===== src/fxes_pkg.sv =====
// Constants for the 100BASE-X error and status register bank.
// Assumes an AXI4-Lite master with 32-bit data, single clock, sync reset.
package fxes_pkg;
  localparam logic [7:0] OFF_RX_ERR_COUNT = 8'h24;
  localparam logic [7:0] OFF_EXT_STATUS = 8'h20;
  localparam logic [7:0] OFF_IRQ_STATUS = 8'h40;
  localparam logic [7:0] OFF_IRQ_MASK = 8'h44;
  localparam logic [7:0] OFF_LINK_CTRL = 8'h48;
  localparam int STATUS_W = 16;
  localparam int COUNT_W = 16;
  localparam int BIT_OVR = 11;
  localparam int BIT_LOCKED = 9;
  localparam int BIT_LINK = 8;
  localparam int BIT_RFAULT = 7;
  localparam int BIT_FCAR = 5;
  localparam int BIT_ESD = 4;
  localparam int BIT_RXERR = 3;
  localparam int BIT_TXERR = 2;
  localparam int BIT_LOCKERR = 1;
  localparam int BIT_MLT3 = 0;
  localparam int NUM_EV = 8;
  localparam logic [15:0] COUNT_RESET = 16'h0000;
  localparam logic [15:0] COUNT_MAX = 16'hffff;
  localparam logic [7:0] EV_RESET = 8'h00;
  localparam logic [1:0] RESP_OKAY = 2'b00;
  localparam logic [1:0] RESP_SLVERR = 2'b10;
  typedef enum logic [2:0] {
    EV_OVR, EV_FCAR, EV_ESD, EV_RXERR, EV_TXERR, EV_LOCKERR, EV_MLT3, EV_CNT
  } fxes_ev_t;
endpackage


===== src/fxes_sync.sv =====
// Three-stage synchroniser for a vector of pin levels.
// Assumes inputs come from outside the CLOCK domain.
`timescale 1ns/1ps
`default_nettype none
module fxes_sync #(
  parameter int W = 8
) (
  // Clock and reset
  input wire logic clk,
  input wire logic rst,
  // Data
  input wire logic [W-1:0] din,
  output logic [W-1:0] dout
);
  logic [W-1:0] s1;
  logic [W-1:0] s2;
  logic [W-1:0] s3;
  logic [W-1:0] next_dout;
  always_comb begin
    next_dout = dout;
    if (s2 == s3) begin
      next_dout = s3;
    end
  end
  always_ff @(posedge clk) begin
    if (rst) begin
      s1 <= '0;
      s2 <= '0;
      s3 <= '0;
      dout <= '0;
    end else begin
      s1 <= din;
      s2 <= s1;
      s3 <= s2;
      dout <= next_dout;
    end
  end
endmodule
`default_nettype wire


===== src/fxes_regs.sv =====
// Status, latched error bits and receive error counter with AXI4-Lite slave.
// Assumes PHY event pins asynchronous; events are levels, edges count.
`timescale 1ns/1ps
`default_nettype none
module fxes_regs
  import fxes_pkg::*;
(
  // Clock and reset
  input wire logic CLOCK,
  input wire logic RESET,
  // PHY status levels
  input wire logic LOCKED,
  input wire logic LINK_GOOD,
  input wire logic REMOTE_FAULT,
  // PHY event levels
  input wire logic FIFO_OVR_UNDR,
  input wire logic FALSE_CARRIER,
  input wire logic END_OF_STREAM_DELIMITER_ERR,
  input wire logic INVALID_CODE_PKT,
  input wire logic TX_ERROR_CODE_PKT,
  input wire logic LOCK_LOST,
  input wire logic MLT3_ERR,
  input wire logic RX_ERR_PKT,
  // AXI4-Lite write
  input wire logic [7:0] AWADDR,
  input wire logic AWVALID,
  output logic AWREADY,
  input wire logic [31:0] WDATA,
  input wire logic [3:0] WSTRB,
  input wire logic WVALID,
  output logic WREADY,
  output logic [1:0] BRESP,
  output logic BVALID,
  input wire logic BREADY,
  // AXI4-Lite read
  input wire logic [7:0] ARADDR,
  input wire logic ARVALID,
  output logic ARREADY,
  output logic [31:0] RDATA,
  output logic [1:0] RRESP,
  output logic RVALID,
  input wire logic RREADY,
  // Interrupt and control
  output logic IRQ,
  output logic LINK_RESTART
);
  logic [10:0] pins;
  logic [10:0] sync;
  logic [NUM_EV-1:0] ev_prev;
  logic [NUM_EV-1:0] ev_pulse;
  logic [NUM_EV-1:0] latch;
  logic [NUM_EV-1:0] next_latch;
  logic [COUNT_W-1:0] count;
  logic [COUNT_W-1:0] next_count;
  logic [NUM_EV-1:0] irq_stat;
  logic [NUM_EV-1:0] next_irq_stat;
  logic [NUM_EV-1:0] irq_mask;
  logic [NUM_EV-1:0] next_irq_mask;
  logic link_ctrl;
  logic next_link_ctrl;
  logic [7:0] aw_addr;
  logic aw_full;
  logic [31:0] w_data;
  logic [3:0] w_strb;
  logic w_full;
  logic next_aw_full;
  logic next_w_full;
  logic [7:0] next_aw_addr;
  logic [31:0] next_w_data;
  logic [3:0] next_w_strb;
  logic next_bvalid;
  logic [1:0] next_bresp;
  logic next_rvalid;
  logic [31:0] next_rdata;
  logic [1:0] next_rresp;
  logic do_write;
  logic do_read;
  logic rd_status;
  logic rd_count;
  logic [STATUS_W-1:0] status_word;

  function automatic logic mapped(input logic [7:0] a);
    mapped = (a == OFF_EXT_STATUS) || (a == OFF_RX_ERR_COUNT) ||
             (a == OFF_IRQ_STATUS) || (a == OFF_IRQ_MASK) || (a == OFF_LINK_CTRL);
  endfunction

  assign pins = {RX_ERR_PKT, MLT3_ERR, LOCK_LOST, TX_ERROR_CODE_PKT, INVALID_CODE_PKT,
                 END_OF_STREAM_DELIMITER_ERR, FALSE_CARRIER, FIFO_OVR_UNDR,
                 REMOTE_FAULT, LINK_GOOD, LOCKED};

  fxes_sync #(.W(11)) u_sync (
    .clk(CLOCK),
    .rst(RESET),
    .din(pins),
    .dout(sync)
  );

  // Rising edges of event levels
  assign ev_pulse = sync[10:3] & ~ev_prev;

  // Bus handshakes
  assign AWREADY = !aw_full && !BVALID;
  assign WREADY = !w_full && !BVALID;
  assign ARREADY = !RVALID;
  assign do_write = aw_full && w_full && !BVALID;
  assign do_read = ARVALID && ARREADY;
  assign rd_status = do_read && (ARADDR == OFF_EXT_STATUS);
  assign rd_count = do_read && (ARADDR == OFF_RX_ERR_COUNT);

  // Status word; reserved bits read zero
  always_comb begin
    status_word = '0;
    status_word[BIT_OVR] = sync[3];
    status_word[BIT_LOCKED] = sync[0];
    status_word[BIT_LINK] = sync[1];
    status_word[BIT_RFAULT] = sync[2];
    status_word[BIT_FCAR] = latch[EV_FCAR];
    status_word[BIT_ESD] = latch[EV_ESD];
    status_word[BIT_RXERR] = latch[EV_RXERR];
    status_word[BIT_TXERR] = latch[EV_TXERR];
    status_word[BIT_LOCKERR] = latch[EV_LOCKERR];
    status_word[BIT_MLT3] = latch[EV_MLT3];
  end

  // Latched bits: read clears, new event wins
  always_comb begin
    next_latch = latch;
    if (rd_status) begin
      next_latch = '0;
    end
    next_latch = next_latch | ev_pulse;
  end

  // Receive error counter
  always_comb begin
    next_count = count;
    if (rd_count) begin
      next_count = COUNT_RESET;
    end
    if (ev_pulse[EV_CNT] && next_count != COUNT_MAX) begin
      next_count = next_count + 16'h0001;
    end
  end

  // Interrupt status, mask, control
  always_comb begin
    next_irq_stat = irq_stat;
    next_irq_mask = irq_mask;
    next_link_ctrl = 1'b0;
    if (do_write && w_strb[0]) begin
      if (aw_addr == OFF_IRQ_STATUS) begin
        next_irq_stat = irq_stat & ~w_data[NUM_EV-1:0];
      end
      if (aw_addr == OFF_IRQ_MASK) begin
        next_irq_mask = w_data[NUM_EV-1:0];
      end
      if (aw_addr == OFF_LINK_CTRL) begin
        next_link_ctrl = w_data[0];
      end
    end
    next_irq_stat = next_irq_stat | ev_pulse;
  end

  // Bus channel state
  always_comb begin
    next_aw_full = aw_full;
    next_aw_addr = aw_addr;
    next_w_full = w_full;
    next_w_data = w_data;
    next_w_strb = w_strb;
    next_bvalid = BVALID;
    next_bresp = BRESP;
    next_rvalid = RVALID;
    next_rdata = RDATA;
    next_rresp = RRESP;
    if (AWVALID && AWREADY) begin
      next_aw_full = 1'b1;
      next_aw_addr = AWADDR;
    end
    if (WVALID && WREADY) begin
      next_w_full = 1'b1;
      next_w_data = WDATA;
      next_w_strb = WSTRB;
    end
    if (do_write) begin
      next_aw_full = 1'b0;
      next_w_full = 1'b0;
      next_bvalid = 1'b1;
      next_bresp = mapped(aw_addr) ? RESP_OKAY : RESP_SLVERR;
    end
    if (BVALID && BREADY) begin
      next_bvalid = 1'b0;
    end
    if (do_read) begin
      next_rvalid = 1'b1;
      next_rresp = mapped(ARADDR) ? RESP_OKAY : RESP_SLVERR;
      case (ARADDR)
        OFF_EXT_STATUS: next_rdata = {16'h0000, status_word};
        OFF_RX_ERR_COUNT: next_rdata = {16'h0000, count};
        OFF_IRQ_STATUS: next_rdata = {24'h000000, irq_stat};
        OFF_IRQ_MASK: next_rdata = {24'h000000, irq_mask};
        default: next_rdata = 32'h00000000;
      endcase
    end else if (RVALID && RREADY) begin
      next_rvalid = 1'b0;
    end
  end

  always_ff @(posedge CLOCK) begin
    if (RESET) begin
      ev_prev <= EV_RESET;
      latch <= EV_RESET;
      count <= COUNT_RESET;
      irq_stat <= EV_RESET;
      irq_mask <= EV_RESET;
      link_ctrl <= 1'b0;
      aw_full <= 1'b0;
      aw_addr <= 8'h00;
      w_full <= 1'b0;
      w_data <= 32'h00000000;
      w_strb <= 4'h0;
      BVALID <= 1'b0;
      BRESP <= RESP_OKAY;
      RVALID <= 1'b0;
      RDATA <= 32'h00000000;
      RRESP <= RESP_OKAY;
    end else begin
      ev_prev <= sync[10:3];
      latch <= next_latch;
      count <= next_count;
      irq_stat <= next_irq_stat;
      irq_mask <= next_irq_mask;
      link_ctrl <= next_link_ctrl;
      aw_full <= next_aw_full;
      aw_addr <= next_aw_addr;
      w_full <= next_w_full;
      w_data <= next_w_data;
      w_strb <= next_w_strb;
      BVALID <= next_bvalid;
      BRESP <= next_bresp;
      RVALID <= next_rvalid;
      RDATA <= next_rdata;
      RRESP <= next_rresp;
    end
  end

  assign IRQ = |(irq_stat & irq_mask);
  assign LINK_RESTART = link_ctrl;

  a_latch_holds: assert property (@(posedge CLOCK) disable iff (RESET)
    latch[EV_FCAR] && !rd_status |=> latch[EV_FCAR])
    else $error("false carrier latch dropped without read");
  a_event_sets: assert property (@(posedge CLOCK) disable iff (RESET)
    ev_pulse[EV_MLT3] |=> latch[EV_MLT3])
    else $error("mlt3 event not latched");
  a_read_clears: assert property (@(posedge CLOCK) disable iff (RESET)
    rd_status && !ev_pulse[EV_ESD] |=> !latch[EV_ESD])
    else $error("esd latch not cleared by read");
  a_read_race: assert property (@(posedge CLOCK) disable iff (RESET)
    rd_status && ev_pulse[EV_TXERR] |=> latch[EV_TXERR])
    else $error("event lost on clearing read");
  a_count_inc: assert property (@(posedge CLOCK) disable iff (RESET)
    ev_pulse[EV_CNT] && !rd_count && count != COUNT_MAX |=> count == $past(count) + 16'h0001)
    else $error("counter did not increment");
  a_count_sat: assert property (@(posedge CLOCK) disable iff (RESET)
    count == COUNT_MAX && !rd_count |=> count == COUNT_MAX)
    else $error("counter wrapped");
  a_count_clr: assert property (@(posedge CLOCK) disable iff (RESET)
    rd_count |=> count == {15'h0000, $past(ev_pulse[EV_CNT])})
    else $error("counter not cleared by read");
  a_live_lock: assert property (@(posedge CLOCK) disable iff (RESET)
    rd_status |=> RDATA[BIT_LOCKED] == $past(sync[0]) && RDATA[BIT_LINK] == $past(sync[1]))
    else $error("live lock or link bit wrong");
  a_fault_live: assert property (@(posedge CLOCK) disable iff (RESET)
    rd_status |=> RDATA[BIT_RFAULT] == $past(sync[2]) && RDATA[BIT_OVR] == $past(sync[3]))
    else $error("remote fault or fifo bit wrong");
  a_rx_bit: assert property (@(posedge CLOCK) disable iff (RESET)
    ev_pulse[EV_RXERR] ##1 rd_status |=> RDATA[BIT_RXERR])
    else $error("invalid code bit missing");

  // Latch and counter bookkeeping
  a_fcar_sets: assert property (@(posedge CLOCK) disable iff (RESET)
    ev_pulse[EV_FCAR] |=> latch[EV_FCAR])
    else $error("false carrier event not latched");
  a_esd_sets: assert property (@(posedge CLOCK) disable iff (RESET)
    ev_pulse[EV_ESD] |=> latch[EV_ESD])
    else $error("esd event not latched");
  a_rxerr_sets: assert property (@(posedge CLOCK) disable iff (RESET)
    ev_pulse[EV_RXERR] |=> latch[EV_RXERR])
    else $error("invalid code event not latched");
  a_txerr_sets: assert property (@(posedge CLOCK) disable iff (RESET)
    ev_pulse[EV_TXERR] |=> latch[EV_TXERR])
    else $error("transmit error event not latched");
  a_lockerr_sets: assert property (@(posedge CLOCK) disable iff (RESET)
    ev_pulse[EV_LOCKERR] |=> latch[EV_LOCKERR])
    else $error("lock loss event not latched");
  a_latch_quiet: assert property (@(posedge CLOCK) disable iff (RESET)
    !rd_status && ev_pulse == EV_RESET |=> latch == $past(latch))
    else $error("latched bits changed without event or read");
  a_read_clears_all: assert property (@(posedge CLOCK) disable iff (RESET)
    rd_status && ev_pulse == EV_RESET |=> latch == EV_RESET)
    else $error("status read left latched bits set");
  a_count_hold: assert property (@(posedge CLOCK) disable iff (RESET)
    !ev_pulse[EV_CNT] && !rd_count |=> count == $past(count))
    else $error("counter moved without event or read");
  a_count_rdata: assert property (@(posedge CLOCK) disable iff (RESET)
    rd_count |=> RDATA == {16'h0000, $past(count)})
    else $error("counter read returned wrong value");

  // Bus channel protocol, interrupt and link restart
  a_write_answer: assert property (@(posedge CLOCK) disable iff (RESET)
    AWVALID && AWREADY && WVALID && WREADY |-> ##2 BVALID)
    else $error("write response late");
  a_bvalid_hold: assert property (@(posedge CLOCK) disable iff (RESET)
    BVALID && !BREADY |=> BVALID && $stable(BRESP))
    else $error("write response dropped before taken");
  a_bvalid_clear: assert property (@(posedge CLOCK) disable iff (RESET)
    BVALID && BREADY |=> !BVALID)
    else $error("write response not released");
  a_read_answer: assert property (@(posedge CLOCK) disable iff (RESET)
    ARVALID && ARREADY |=> RVALID)
    else $error("read data late");
  a_rvalid_hold: assert property (@(posedge CLOCK) disable iff (RESET)
    RVALID && !RREADY |=> RVALID && $stable(RDATA) && $stable(RRESP))
    else $error("read data dropped before taken");
  a_rvalid_clear: assert property (@(posedge CLOCK) disable iff (RESET)
    RVALID && RREADY |=> !RVALID)
    else $error("read data not released");
  a_slverr_read: assert property (@(posedge CLOCK) disable iff (RESET)
    ARVALID && ARREADY && !mapped(ARADDR) |=> RRESP == RESP_SLVERR && RDATA == 32'h00000000)
    else $error("unmapped read not refused");
  a_irq_sets: assert property (@(posedge CLOCK) disable iff (RESET)
    ev_pulse[EV_FCAR] && irq_mask[EV_FCAR] && !do_write |=> IRQ)
    else $error("unmasked event did not raise interrupt");
  a_irq_ack: assert property (@(posedge CLOCK) disable iff (RESET)
    do_write && w_strb[0] && aw_addr == OFF_IRQ_STATUS && ev_pulse == EV_RESET
    |=> (irq_stat & $past(w_data[NUM_EV-1:0])) == EV_RESET)
    else $error("interrupt status not cleared by write");
  a_restart_pulse: assert property (@(posedge CLOCK) disable iff (RESET)
    LINK_RESTART |=> !LINK_RESTART)
    else $error("link restart longer than one cycle");
endmodule
`default_nettype wire


===== config.mk =====
export PLATFORM = sky130hd
export DESIGN_NAME = fxes_regs
export DESIGN_NICKNAME = d
export VERILOG_FILES = /design/src/fxes_pkg.sv /design/src/fxes_sync.sv /design/src/fxes_regs.sv
export SDC_FILE = /design/constraint.sdc
export NUM_CORES = 1
export LEC_CHECK = 0
export ABC_AREA = 1
export BUFFER_PORTS_ARGS = -buffer_cell sky130_fd_sc_hd__buf_2
export CORE_UTILIZATION = 55
export DETAILED_ROUTE_END_ITERATION = 8
export HOLD_SLACK_MARGIN = 0.1
export PLACE_DENSITY = 0.8
export SLEW_MARGIN = 5
export SYNTH_ARGS = -nofsm -noshare
export SYNTH_HDL_FRONTEND = slang
export SYNTH_SLANG_ARGS = --single-unit
export TNS_END_PERCENT = 30

===== constraint.sdc =====
create_clock -name CLOCK -period 2.21 [get_ports CLOCK]
set_clock_uncertainty 0.05 [all_clocks]
set_input_delay 0.663 -clock CLOCK [delete_from_list [all_inputs] [get_ports CLOCK]]
set_output_delay 0.663 -clock CLOCK [all_outputs]
set_load 0.01 [all_outputs]

# Yosys cells after proc, flatten, opt, wreduce, memory -nomap -nowiden
# Cells that the tools add are included.
# classes
n_div	0
n_mul	0
muxes	10
shifts	0
n_lt_le_gt_ge	0
eq_ne	12
n_addsub	1
bitwise_logic	9
n_reduce_logical	31
# op_table
op	count
16-bit one-hot mux with 4 select lines	1
8-bit by 7-bit equality test with 1-bit output, second input constant	6
8-bit by 6-bit equality test with 1-bit output, second input constant	4
16-bit 2-to-1 mux	2
8-bit bitwise AND	3
8-bit 2-to-1 mux	3
16-bit by 1-bit adder with 16-bit output, second input constant	1
16-bit inequality test, second input constant	1
8-bit inverter	2
8-bit bitwise OR	2
1-bit logical AND	13
11-bit equality test	1
1-bit logical OR	8
8-bit OR reduction	1
1-bit zero test	4
2-bit 2-to-1 mux	2
2-bit OR reduction	2
3-bit OR reduction	1
1-bit 2-to-1 mux	2
1-bit inverter	2
2-bit AND reduction	1
2-bit nonzero test	1
# word_totals
n_memories	0
latchBits	0
output_inout_bits	43
elab_cells	83
register_bits	150
input_bits	70
rom_bits	0
ram_bits	0

# Logic depth before layout (Yosys ltp)
# Gate-level depths: netlist (run 1).
# logic_depth
word_depth	7
ltp_mapped	13
depth_no_buf	12

# Modules after synthesis
# A second synthesis (run 1) with hierarchy kept.
# unflattened
hier_cells	786
hier_area_um2	5740.5
# by_module_without_submodules
mod	area_each_um2	seq_area_each_um2	cells_per_inst	n_inst
fxes_regs	4151.5	1721.7	573	1
fxes_sync	1589.0	880.8	213	1

# Worst setup path before layout (run 1)
# Ideal clock, no wire load.
# synth_path
kind	input port to flip-flop
from	in ARADDR[7]
to	reg count[13]
required_time_ns	2.045
stages	12
path_slack_ns	0.264
setup_ns	0.115
t_arrival_ns	1.781
path_buffers	2
path_cell_list	inv_1 > nand2_1 > nor2_4 > nand3_4 > buf_12 > nand3_1 > nor2_4 > nand4_4 > buf_6 > nand3_2 > nand2_1 > nor2_1
# synth_via
elab_chain_len	6
elab_cells_between_ends	7
cone_classes	1 x add/sub; 2 x eq/ne; 2 x mux; 2 x reduce/logical
# synth_rtl
element	line	rtl
from (decl)	fxes_regs.sv:36	input wire logic [7:0] ARADDR,
8-bit by 6-bit equality test with 1-bit output *	fxes_regs.sv:108	assign rd_count = do_read && (ARADDR == OFF_RX_ERR_COUNT);
1-bit logical AND *	fxes_regs.sv:108	
16-bit 2-to-1 mux *	fxes_regs.sv:137	if (rd_count) begin
branches (longest 2 deep; another with 16-bit by 1-bit adder with 16-bit output)	--	
16-bit 2-to-1 mux *	fxes_regs.sv:140	if (ev_pulse[EV_CNT] && next_count != COUNT_MAX) begin
to (signal assigned)	fxes_regs.sv:230	count <= next_count;
to (decl)	fxes_regs.sv:53	logic [COUNT_W-1:0] count;
# Mark *: on every way between the ends.
# A chain may end at the register's enable or synchronous reset.

# Worst setup path in the final report (run 1)
# layout_path
from	reg irq_stat[2]
to	out IRQ
# layout_via
elab_chain_len	2
# layout_rtl
element	line	rtl
from (decl)	fxes_regs.sv:55	logic [NUM_EV-1:0] irq_stat;
from (signal assigned)	fxes_regs.sv:231	irq_stat <= next_irq_stat;
8-bit bitwise AND	fxes_regs.sv:247	assign IRQ = |(irq_stat & irq_mask);
8-bit OR reduction	fxes_regs.sv:247	
to (decl)	fxes_regs.sv:44	output logic IRQ,
# Every way passes these cells.

==> impl_results.md, run 1 <==
* Status: complete, but fails checks
* Failing checks: setup timing
* TritonCTS clock tree: yes
* Num rows at 36
* Internal power at 4410 µW
* Fmax at 449 MHz
* Hold Path End: BVALID$_SDFFE_PP0P_
* Reg2Reg Depth at 9
* Final GP Congestion at 0.925
* Max-cap viol count at 0
* Crit path required time at 1500 ps
* Vias in the first global route at 4435
* Setup CP Type: reg -> out
* Worst R2R Setup Slack at 330 ps
* DRC viols at 0
* # fillers at 760
* EDFF count, synth at 0
* IR drop worst, VDD at about 600 µV
* Hold-fix buffers, CTS at 0
* FF-to-FF Start: u_sync.dout[10]$_SDFFE_PP0N_
* Post-synth ARST share at 0%
* Via Count at 4774
* Die height at 102 µm
* CTS Buf Count at 17
* Biggest area consumer among synthesized cells: dfxtp_1
* WL per Instance at about 13 µm
* Hold_ws at 291 ps
* Final WS setup at -16.7 ps
* Top-Level Pins at 113
* Total global-route track usage at about a quarter
* Most common cell in the netlist: dfxtp_1
* Mapped Avg Cell Area at 7.81 µm²
* Clk_lat worst skew at 520 ps
* Setup-failing EPs final at 1
* Global-route wire length before repair at 19800 µm
* P&R area growth vs syn at 20.6%
* Slew Viols, Final at 0
* CTS clk-pin slew, worst paths at 60 ps
* Critical Path AT at 1510 ps
* Slew margin rel. at approximately three fifths
* Worst Max-Slew Pin Slew at 586 ps
* Worst hold path depth at 2
* Worst-case clock buffer depth at 2
* Leakage at 0.00289 µW
* Gr ovfl total at 0
* Endpoints failing hold at 0
* CTS sink cnt at 130
* Commonest cells in the netlist: dfxtp_1 (130), nand2_1 (116), inv_1 (103)
* Yosys reg bits at 130
* RSZ-0062 raised after global routing: yes
* PortBufs at 67
* Gate power share at 7.4%
* Sequential-to-total area share from yosys stat at a little under half
* Power density cells at 886 nW/µm²
* Core Footprint at slightly below 10000 µm²
* Ranking of synthesized cells by area: dfxtp_1 (47%), nand2_1 (7.9%), inv_1 (7.0%)
* Tmin final at 2230 ps
* Worst setup SP type: flip-flop
* Worst R2R End: count[13]$_SDFF_PP0_
* Fin util at 68.4%
* Fraction of layout cells with a size suffix above 1 at a little under a quarter
* First-iteration detailed-routing DRC count at 267
* Psw at 1510 µW
* Yosys warns at 0
* Starting Density at a little under three fifths
* Via/cell ratio at 5.07
* Die X at 102 µm
* Post-synth top area share at 47.0%
* Initial antenna violation count at 0
* Synthesized instance count at 709
* CTS H-tree lvls at 4
* Power share of the clock group at 49.9%
* Net Sw Frac at between 20 and 30%
* Final ANT Viol Nets at 0
* Synth cell types at between 40 and 50
* Nets@finish at 865
* Flop pwr share at between 40% and 50%
* Min-delay src: BREADY
* Critical Path Fanout Max at 2
* TritonRoute pass-1 iters at 7
* Top_reg_cell synth: dfxtp_1
* CP Capture Type: output port
* Largest net degree at the start of global routing at 42
* Hpwl dp at ~8400 µm
* Worst hold path type: in -> reg
* Root Driver: clkbuf_8
* Die Footprint at 10500 µm²
* Post-Syn Area at roughly 5500 µm²
* Total Wirelength at ~12000 µm
* Final period utilization at 101%
* ANT cells at 0
layer usage:
layer	global-route usage [%]	wire length (µm)	up-vias
li1	-	-	2402
met1	29.3	5260	2184
met2	43.2	6030	165
met3	4.99	728	23
met4	10.0	217	0
met5	0	0	-
cells in the final DEF, fill, tap and decap left out, types with 5 or more instances in the layout:
| cell type | count |
|---|---|
| a211oi_1 | 7 |
| a21oi_1 | 61 |
| a21oi_2 | 6 |
| buf_2 | 67 |
| buf_4 | 24 |
| clkbuf_16 | 16 |
| conb_1 | 18 |
| dfxtp_1 | 126 |
| inv_1 | 103 |
| inv_8 | 6 |
| nand2_1 | 116 |
| nand2_2 | 8 |
| nand3_1 | 23 |
| nand3_2 | 7 |
| nand4_1 | 7 |
| nor2_1 | 91 |
| nor2_4 | 7 |
| nor3_1 | 5 |
| o2111ai_1 | 5 |
| o21ai_0 | 36 |
| or2_2 | 8 |
| xnor2_1 | 8 |
stage by stage:
step | setup TNS, ps | setup slack, ps | power (µW) | std cells | instance area [µm²]
floorplan | 0 | 264 | 2880 | 726 | 5600
global placement | -270 | -46.9 | 2980 | 907 | 6030
detailed placement | -743 | -87.5 | 3000 | 907 | 6030
CTS | -28.2 | -28.2 | 5950 | 941 | 6680
global route | -96.6 | -96.6 | 6120 | 941 | 6680
finish | -16.7 | -16.7 | 5920 | 941 | 6680
power by group through the flow:
| stage | registers, µW | logic, µW | clock network, µW |
|---|---|---|---|
| 2_1_floorplan | 2570 | 318 | 0 |
| 3_3_place_gp | 2570 | 404 | 0 |
| 3_5_place_dp | 2580 | 419 | 0 |
| 4_1_cts | 2530 | 435 | 2980 |
| 5_1_grt | 2550 | 489 | 3090 |
| 6_report | 2530 | 436 | 2950 |
cells by family (layout without fill, tap and decap cells):
| group | after synthesis | count (layout) | synth area share, % |
|---|---|---|---|
| xor gates and xnor gates | 9 | 9 | 1.42 |
| AOI/OAI and AO/OA | 129 | 129 | 13.6 |
| buffers and inverters | 149 | 231 | 12.3 |
| other | 1 | 18 | 0.0677 |
| and+or+nand+nor | 291 | 291 | 25.6 |
| DFF | 130 | 130 | 47.0 |
worst max path at each step:
stage                            from                    to  slack [ps]  cells past startpoint
2_1_floorplan               ARADDR[7]  count[13]$_SDFF_PP0_         260                     12
3_3_place_gp                ARADDR[3]  count[11]$_SDFF_PP0_         -50                     12
3_5_place_dp                ARADDR[3]   count[9]$_SDFF_PP0_         -90                     12
4_1_cts        irq_stat[2]$_SDFF_PP0_                   IRQ         -30                      4
5_1_grt        irq_stat[2]$_SDFF_PP0_                   IRQ        -100                      4
6_report       irq_stat[2]$_SDFF_PP0_                   IRQ         -20                      4
what timing repair did:
item,in CTS,in global routing
cloned,0,0
setup endpoints to repair,1,1
pin swaps,1,1
buffers inserted,2,0
resized for setup,6,0
worst max-delay path, cell delays in order, from the launching register on:
cell      delay, ps
dfxtp_2         320
a22o_1          230
a221oi_2        180
nand2_1         120
buf_2           160
cell type report:
class | instances | area, µm² | share of cell area [%]
clock buffers | 17 | 414 | 6.20
inverters | 106 | 398 | 5.95
repair buffers | 93 | 556 | 8.31
clock inverters | 15 | 210 | 3.15
multi-input cells | 447 | 2330 | 34.9
well taps | 133 | 166 | 2.49
flip-flops and latches | 130 | 2610 | 39.0
registers in the layout (all words and copies together), names as in the netlist:
name / flops
BVALID: 1
RVALID: 1
BRESP: 1
aw_addr: 8
w_strb: 1
ev_prev: 8
u_sync.s1: 11
irq_mask: 8
u_sync.dout: 11
LINK_RESTART: 1
w_full: 1
RDATA: 16
w_data: 8
u_sync.s2: 11
count: 16
u_sync.s3: 11
aw_full: 1
latch: 6
RRESP: 1
irq_stat: 8
Note: power is estimated with default switching activity, not from simulation.
==> run 2, diff against run 1 <==
--- a/config.mk
+++ b/config.mk
@@ -11,6 +11,7 @@
 export DETAILED_ROUTE_END_ITERATION = 8
 export HOLD_SLACK_MARGIN = 0.1
 export PLACE_DENSITY = 0.8
+export REMOVE_ABC_BUFFERS = 1
 export SLEW_MARGIN = 5
 export SYNTH_ARGS = -nofsm -noshare
 export SYNTH_HDL_FRONTEND = slang
==> impl_results.md, run 2 (synthesis gave the netlist of run 1 again) <==
* Status: complete, but fails checks
* Failing checks: setup timing
* CP top delay family: compound AO/OA/AOI/OAI gates
* Global-route wire length before repair at 19900 µm (+0.38%)
* Total Wirelength at 12300 µm (+0.25%)
* Clk_lat worst skew at 520 ps (about the same)
* IR drop worst, VDD at 632 µV (+5.4%)
* Most frequent cells in the layout: dfxtp_1 (126), nand2_1 (116), inv_1 (103)
* FF-to-FF Start: RVALID$_SDFFE_PP0P_
* Root Driver: clkbuf_8
* Worst setup SP type: flip-flop
* Final GP Congestion at 0.891 (-3.7%)
* Flop pwr share at 43.8% (+1.0 points)
* CTS H-tree lvls at 4 (unchanged)
* Crit path required time at 1500 ps (about the same)
* CP Capture Type: output port
* Final WS setup at -22.1 ps (-5.48 ps)
* Via Count at 4831 (+1.2%)
* DRC viols at 0 (unchanged)
* ANT cells at 0 (unchanged)
* Setup-failing EPs final at 1 (unchanged)
* Worst R2R End: count[8]$_SDFF_PP0_
* Slew margin rel. at 64.6% (+3.7 points)
* Psw at 1400 µW (-7.2%)
* Gate power share at 7.4% (about the same)
* CTS clk-pin slew, worst paths at 60 ps (about the same)
* Net Sw Frac at 24.3% (-1.3 points)
* Fmax at 448 MHz (-0.25%)
* Worst path buffer plus inverter count at 1 (unchanged)
* Vias in the first global route at 4677 (+5.5%)
* Die Footprint at 10500 µm² (unchanged)
* Critical Path AT at 1520 ps (about the same)
* Critical-path top delay cell: dfxtp_2
* P&R area growth vs syn at 21.3%
* PortBufs at 67 (unchanged)
* First-iteration detailed-routing DRC count at 145 (-46%)
* Hold Path End: BVALID$_SDFFE_PP0P_
* Power share of the clock group at 48.8% (-1.1 points)
* Final period utilization at 101% (+0.25 points)
* Die height at 102 µm (unchanged)
* Slew Viols, Final at 0 (unchanged)
* Hpwl dp at 8390 µm (-0.46%)
* CTS Buf Count at 17 (unchanged)
* Min-delay src: BREADY
* Reg2Reg Depth at 8 (-1)
* Worst hold path depth at 2 (unchanged)
* Total global-route track usage at 24.8% (+0.16 points)
* Internal power at 4390 µW (-0.49%)
* Max-cap viol count at 0 (unchanged)
* RSZ-0062 raised after global routing: yes
* TritonRoute pass-1 iters at 5 (-2)
* Worst-case clock buffer depth at 2 (unchanged)
* Top-Level Pins at 113 (unchanged)
* Core Footprint at 9770 µm² (unchanged)
* Setup CP Type: reg -> out
* TritonCTS clock tree: yes
* Endpoints failing hold at 0 (unchanged)
* Starting Density at 56.7% (unchanged)
* Num rows at 36 (unchanged)
* Worst R2R Setup Slack at 360 ps (+30 ps)
* Fraction of layout cells with a size suffix above 1 at 23.4% (+0.66 points)
* Leakage at 0.00289 µW (+0.11%)
* Gr ovfl total at 0 (unchanged)
* Biggest regs: RDATA: 16 flops, count: 16 flops
* Setup Slack @ Placement at -98.9 ps (-11.4 ps)
* Power density cells at 862 nW/µm² (-2.7%)
* Crit-path cells: a22o_1 > a221oi_2 > nand2_1 > buf_2
* Initial antenna violation count at 0 (unchanged)
* Largest net degree at the start of global routing at 53 (+26%)
* CTS sink cnt at 130 (unchanged)
* Final ANT Viol Nets at 0 (unchanged)
* CP max stage delay at 330 ps (about the same)
* Tmin final at 2230 ps (+5.48 ps)
* Via/cell ratio at 5.10 (+0.45%)
* Worst hold path type: in -> reg
* Worst Max-Slew Pin Slew at 530 ps (-55.9 ps)
* Hold-fix buffers, CTS at 0 (unchanged)
* Nets@finish at 872 (+0.81%)
* Critical Path Fanout Max at 3 (+1)
* WL per Instance at 12.9 µm (-0.49%)
* Most common cell after layout, fill and taps aside: dfxtp_1
* Design Power at 5790 µW (-2.2%)
* Die X at 102 µm (unchanged)
==> run 2: what timing repair did <==
action | in CTS | in global routing
buffers inserted | 0 | 1
pin swaps | 1 | 2
endpoints found under the setup margin | 1 | 1
resized for setup | 4 | 2
hold endpoints to repair | 0 | 0
==> run 2: worst max-delay path by stage <==
stage                            from  slack [ps]  cells after the start                   end
5_1_grt        irq_stat[2]$_SDFF_PP0_         -60                      4                   IRQ
6_report       irq_stat[2]$_SDFF_PP0_         -20                      4                   IRQ
4_1_cts        irq_stat[7]$_SDFF_PP0_         -20                      4                   IRQ
3_3_place_gp                ARADDR[3]         -20                     13  count[13]$_SDFF_PP0_
2_1_floorplan                 ARVALID        -150                      9   count[4]$_SDFF_PP0_
3_5_place_dp                ARADDR[3]        -100                     12   count[7]$_SDFF_PP0_
==> run 2: power by group through the flow <==
| stage | clock, µW | combinational (µW) | sequential [µW] |
|---|---|---|---|
| 2_1_floorplan | 0 | 266 | 2570 |
| 3_3_place_gp | 0 | 404 | 2570 |
| 3_5_place_dp | 0 | 423 | 2580 |
| 4_1_cts | 2860 | 430 | 2530 |
| 5_1_grt | 2960 | 485 | 2550 |
| 6_report | 2830 | 430 | 2540 |
==> run 2: metrics by stage <==
step	cells	area (µm²)	hold WS [ps]	utilization, %	TNS [ps]
final	948	6720	269	68.7	-22.1
after global routing	948	6720	270	68.7	-64.1
after CTS	947	6710	254	68.6	-16.6
after detailed placement	915	6090	344	62.3	-375
after global placement	915	6090	339	62.3	-31.3
after floorplan	683	5320	338	-	-1340
==> run 2: area by class of cell <==
type                       count  area (µm²)
fill                         796        3060
tap                          133         166
inverter                     106         398
timing repair buffer         100         608
clock inverter                14         179
sequential                   130        2610
clock buffer                  18         428
multi-input combinational    447        2330
==> run 2: routing by layer <==
metal / vias up / wire [µm] / track usage [%]
met4: 0 / 356 / 12.3
met3: 38 / 541 / 7.39
met1: 2251 / 4920 / 26.0
li1: 2408 / - / -
met5: - / 0 / 0
met2: 134 / 6440 / 44.9
==> run 3, diff against run 2 <==
--- a/config.mk
+++ b/config.mk
@@ -5,12 +5,12 @@
 export SDC_FILE = /design/constraint.sdc
 export NUM_CORES = 1
 export LEC_CHECK = 0
-export ABC_AREA = 1
 export BUFFER_PORTS_ARGS = -buffer_cell sky130_fd_sc_hd__buf_2
-export CORE_UTILIZATION = 55
+export CORE_UTILIZATION = 54
 export DETAILED_ROUTE_END_ITERATION = 8
+export GPL_TIMING_DRIVEN = 0
 export HOLD_SLACK_MARGIN = 0.1
-export PLACE_DENSITY = 0.8
+export PLACE_DENSITY = 0.79
 export REMOVE_ABC_BUFFERS = 1
 export SLEW_MARGIN = 5
 export SYNTH_ARGS = -nofsm -noshare
==> impl_results.md, run 3 <==
* Mapped Avg Cell Area at 9.46 µm² (+21%)
* Gr ovfl total at 0 (unchanged)
* Clk_lat worst skew at 520 ps (about the same)
* FF-to-FF Start: u_sync.dout[10]$_SDFFE_PP0N_
* Area share of fa/ha/maj cells after synthesis at 0% (unchanged)
* Status: finished clean
* ANT cells at 0 (unchanged)
* Worst hold path type: in -> reg
* CP max stage delay at 340 ps (about the same)
* Synth Area in Simple Gates at 24.0% (-1.6 points)
* Gate power share at 5.9% (-1.5 points)
* Fraction of layout cells with a size suffix above 1 at 18.3% (-5.2 points)
* Root Driver: clkbuf_8
* Die X at 100 µm (-1.9%)
* Sequential-to-total area share from yosys stat at 49.7% (+2.8 points)
* Multi-input gate area at 2420 µm² (+4.0%)
* Crit-path cells: a22oi_1 > nand4_1 > buf_2
* Global-route wire length before repair at 17200 µm (-14%)
* Starting Density at 56.1% (-0.59 points)
* Slew Viols, Final at 0 (unchanged)
* Num rows at 35 (-2.8%)
* Via Count at 4060 (-16%)
* DRC viols at 0 (unchanged)
* EDFF count, synth at 0 (unchanged)
* Worst path buffer plus inverter count at 1 (unchanged)
* Biggest regs: RDATA: 16 flops, count: 16 flops
* Met3 usage at 6.20% (-1.2 points)
* Largest net degree at the start of global routing at 77 (+45%)
* Critical Path Fanout Max at 3 (unchanged)
* Power share of the clock group at 48.9% (about the same)
* Slew margin rel. at 21.9% (-43 points)
* Setup-failing EPs final at 0 (-1)
* Mux cell area share after synthesis at 5.74% (+5.7 points)
* Final GP Congestion at 0.819 (-8.1%)
* Psw at 1220 µW (-13%)
* Crit path required time at 1500 ps (about the same)
* # fillers at 751 (-5.7%)
* Main combinational cell family by area after synthesis: simple AND/OR/NAND/NOR gates
* CP Capture Type: output port
* Most frequent cells in the layout: dfxtp_1 (130), nand2_1 (66), buf_2 (66)
* Placed cell area at 5570 µm² (-8.5%)
* Die Footprint at 10100 µm² (-3.7%)
* Design Power at 5410 µW (-6.6%)
* CP top delay family: flip-flops
* Met2 GRT Util at 36.7% (-8.2 points)
* TNS Setup at 0 ps (+22.1 ps)
* Setup Slack @ Placement at -484 ps (-385 ps)
* RSZ-0062 raised after global routing: no
* Tmin final at 2120 ps (-115 ps)
* Final ANT Viol Nets at 0 (unchanged)
* Leakage at 0.00245 µW (-15%)
* Top-Level Pins at 113 (unchanged)
* CTS H-tree lvls at 4 (unchanged)
* P&R area growth vs syn at 17.3%
* First-iteration detailed-routing DRC count at 151 (+4.1%)
* M1 GR Usage at 26.6% (+0.64 points)
* XOR/XNOR Fraction of Synth Area at 2.01% (+0.59 points)
* Max-cap viol count at 0 (unchanged)
* PortBufs at 67 (unchanged)
* Yosys reg bits at 130 (unchanged)
* Flop pwr share at 45.2% (+1.4 points)
* Synth Area in Compound Gates at 13.1% (-0.54 points)
* Worst Max-Slew Pin Slew at 1170 ps (+639 ps)
* Vias in the first global route at 3724 (-20%)
* Hold-fix buffers, CTS at 0 (unchanged)
* Final WS setup at 93.1 ps (+115 ps)
* Post-synth top area share at 49.7% (+2.8 points)
* Via/cell ratio at 5.39 (+5.8%)
* Synth cell types at 52 (+13%)
* Nets@finish at 681 (-22%)
* Total Wirelength at 10500 µm (-14%)
* Power density cells at 882 nW/µm² (+2.3%)
* Synthesized instance count at 553 (-22%)
* Endpoints failing hold at 0 (unchanged)
* Post-Layout Inst Area at 6130 µm² (-8.7%)
* TritonRoute pass-1 iters at 5 (unchanged)
* Critical-path top delay cell: dfxtp_1
* Final period utilization at 95.8% (-5.2 points)
* Post-CTS Setup Inserts at 0 (unchanged)
* Storage cell area at 2600 µm² (-0.19%)
* Worst-case clock buffer depth at 2 (unchanged)
* Core Footprint at 9330 µm² (-4.6%)
* Top_reg_cell synth: dfxtp_1
* Worst setup SP type: flip-flop
* CTS Buf Count at 17 (unchanged)
* Post-synth ARST share at 0% (unchanged)
* Hpwl dp at 6880 µm (-18%)
* WL per Instance at 14.0 µm (+7.9%)
* Commonest cells in the netlist: dfxtp_1 (130), nand2_1 (66), nor2b_1 (62)
* CTS clk-pin slew, worst paths at 60 ps (about the same)
* Net Sw Frac at 22.5% (-1.7 points)
* Initial antenna violation count at 0 (unchanged)
* Total global-route track usage at 22.1% (-2.6 points)
* TritonCTS clock tree: yes
* Internal power at 4190 µW (-4.5%)
* Most used routing layer in global routing: met2
* CTS sink cnt at 130 (unchanged)
* Ranking of synthesized cells by area: dfxtp_1 (50%), nor2b_1 (7.4%), nand2_1 (4.7%)
* Fmax at 472 MHz (+5.4%)
* IR drop worst, VDD at 514 µV (-19%)
* Min-delay src: RREADY
* CP Launch Point: irq_mask[0]$_SDFFE_PP0P_
* Yosys warns at 0 (unchanged)
* Most common cell in the netlist: dfxtp_1
* Most common cell after layout, fill and taps aside: dfxtp_1
* Setup CP Type: reg -> out
* Post-Syn Area at 5230 µm² (-5.6%)
* Die height at 100 µm (-1.9%)
* Critical Path AT at 1400 ps (-120 ps)
* Biggest area consumer among synthesized cells: dfxtp_1
[run 3: routing by layer]
metal | part of all wire [%] | vias up | routed length [µm]
li1 | - | 2004 | -
met1 | 43 | 1903 | 4550
met2 | 49 | 130 | 5170
met3 | 5.3 | 23 | 556
met4 | 2.2 | 0 | 233
met5 | 0 | - | 0
[run 3: worst paths after layout]
path	depth (start not counted)	end	slack, ps
worst min-delay path	2	RVALID$_SDFFE_PP0P_	270
worst min register to register	1	u_sync.s2[6]$_SDFF_PP0_	380
worst max-delay path	3	IRQ	90
worst max register to register	4	count[9]$_SDFF_PP0_	170
[run 3: what timing repair did]
item,CTS,global route
resized for setup,0,1
endpoints found under the setup margin,0,4
endpoints found under the hold margin,0,0
[run 3: cells by family (layout without fill, tap and decap cells)]
| logic type | count (synthesis) | in the layout |
|---|---|---|
| muxes | 29 | 29 |
| and+or+nand+nor | 228 | 228 |
| xor gates and xnor gates | 12 | 12 |
| AOI/OAI and AO/OA | 102 | 102 |
| other | 1 | 18 |
| buffers and inverters | 51 | 105 |
| DFF | 130 | 130 |
[run 3: cell type report]
cell class	instances	area share [%]
flip-flops and latches	130	42.4
multi-input cells	389	39.5
clock buffers	22	7.38
clock inverters	10	1.77
inverters	5	0.306
well taps	129	2.63
repair buffers	68	5.96
[run 3: power groups by stage]
| stage | Combinational [µW] | Sequential (µW) | Clock (µW) |
|---|---|---|---|
| finish | 317 | 2450 | 2650 |
| floorplan | 181 | 2490 | 0 |
| detailed placement | 312 | 2500 | 0 |
| global placement | 297 | 2490 | 0 |
| CTS | 315 | 2450 | 2680 |
| global route | 352 | 2450 | 2790 |
[run 3: metrics by stage]
stage,util [%],cells,hold slack [ps]
2_1_floorplan,-,524,364
3_3_place_gp,59.3,720,367
3_5_place_dp,59.7,721,371
4_1_cts,65.7,753,249
5_1_grt,65.8,753,262
6_report,65.8,753,269
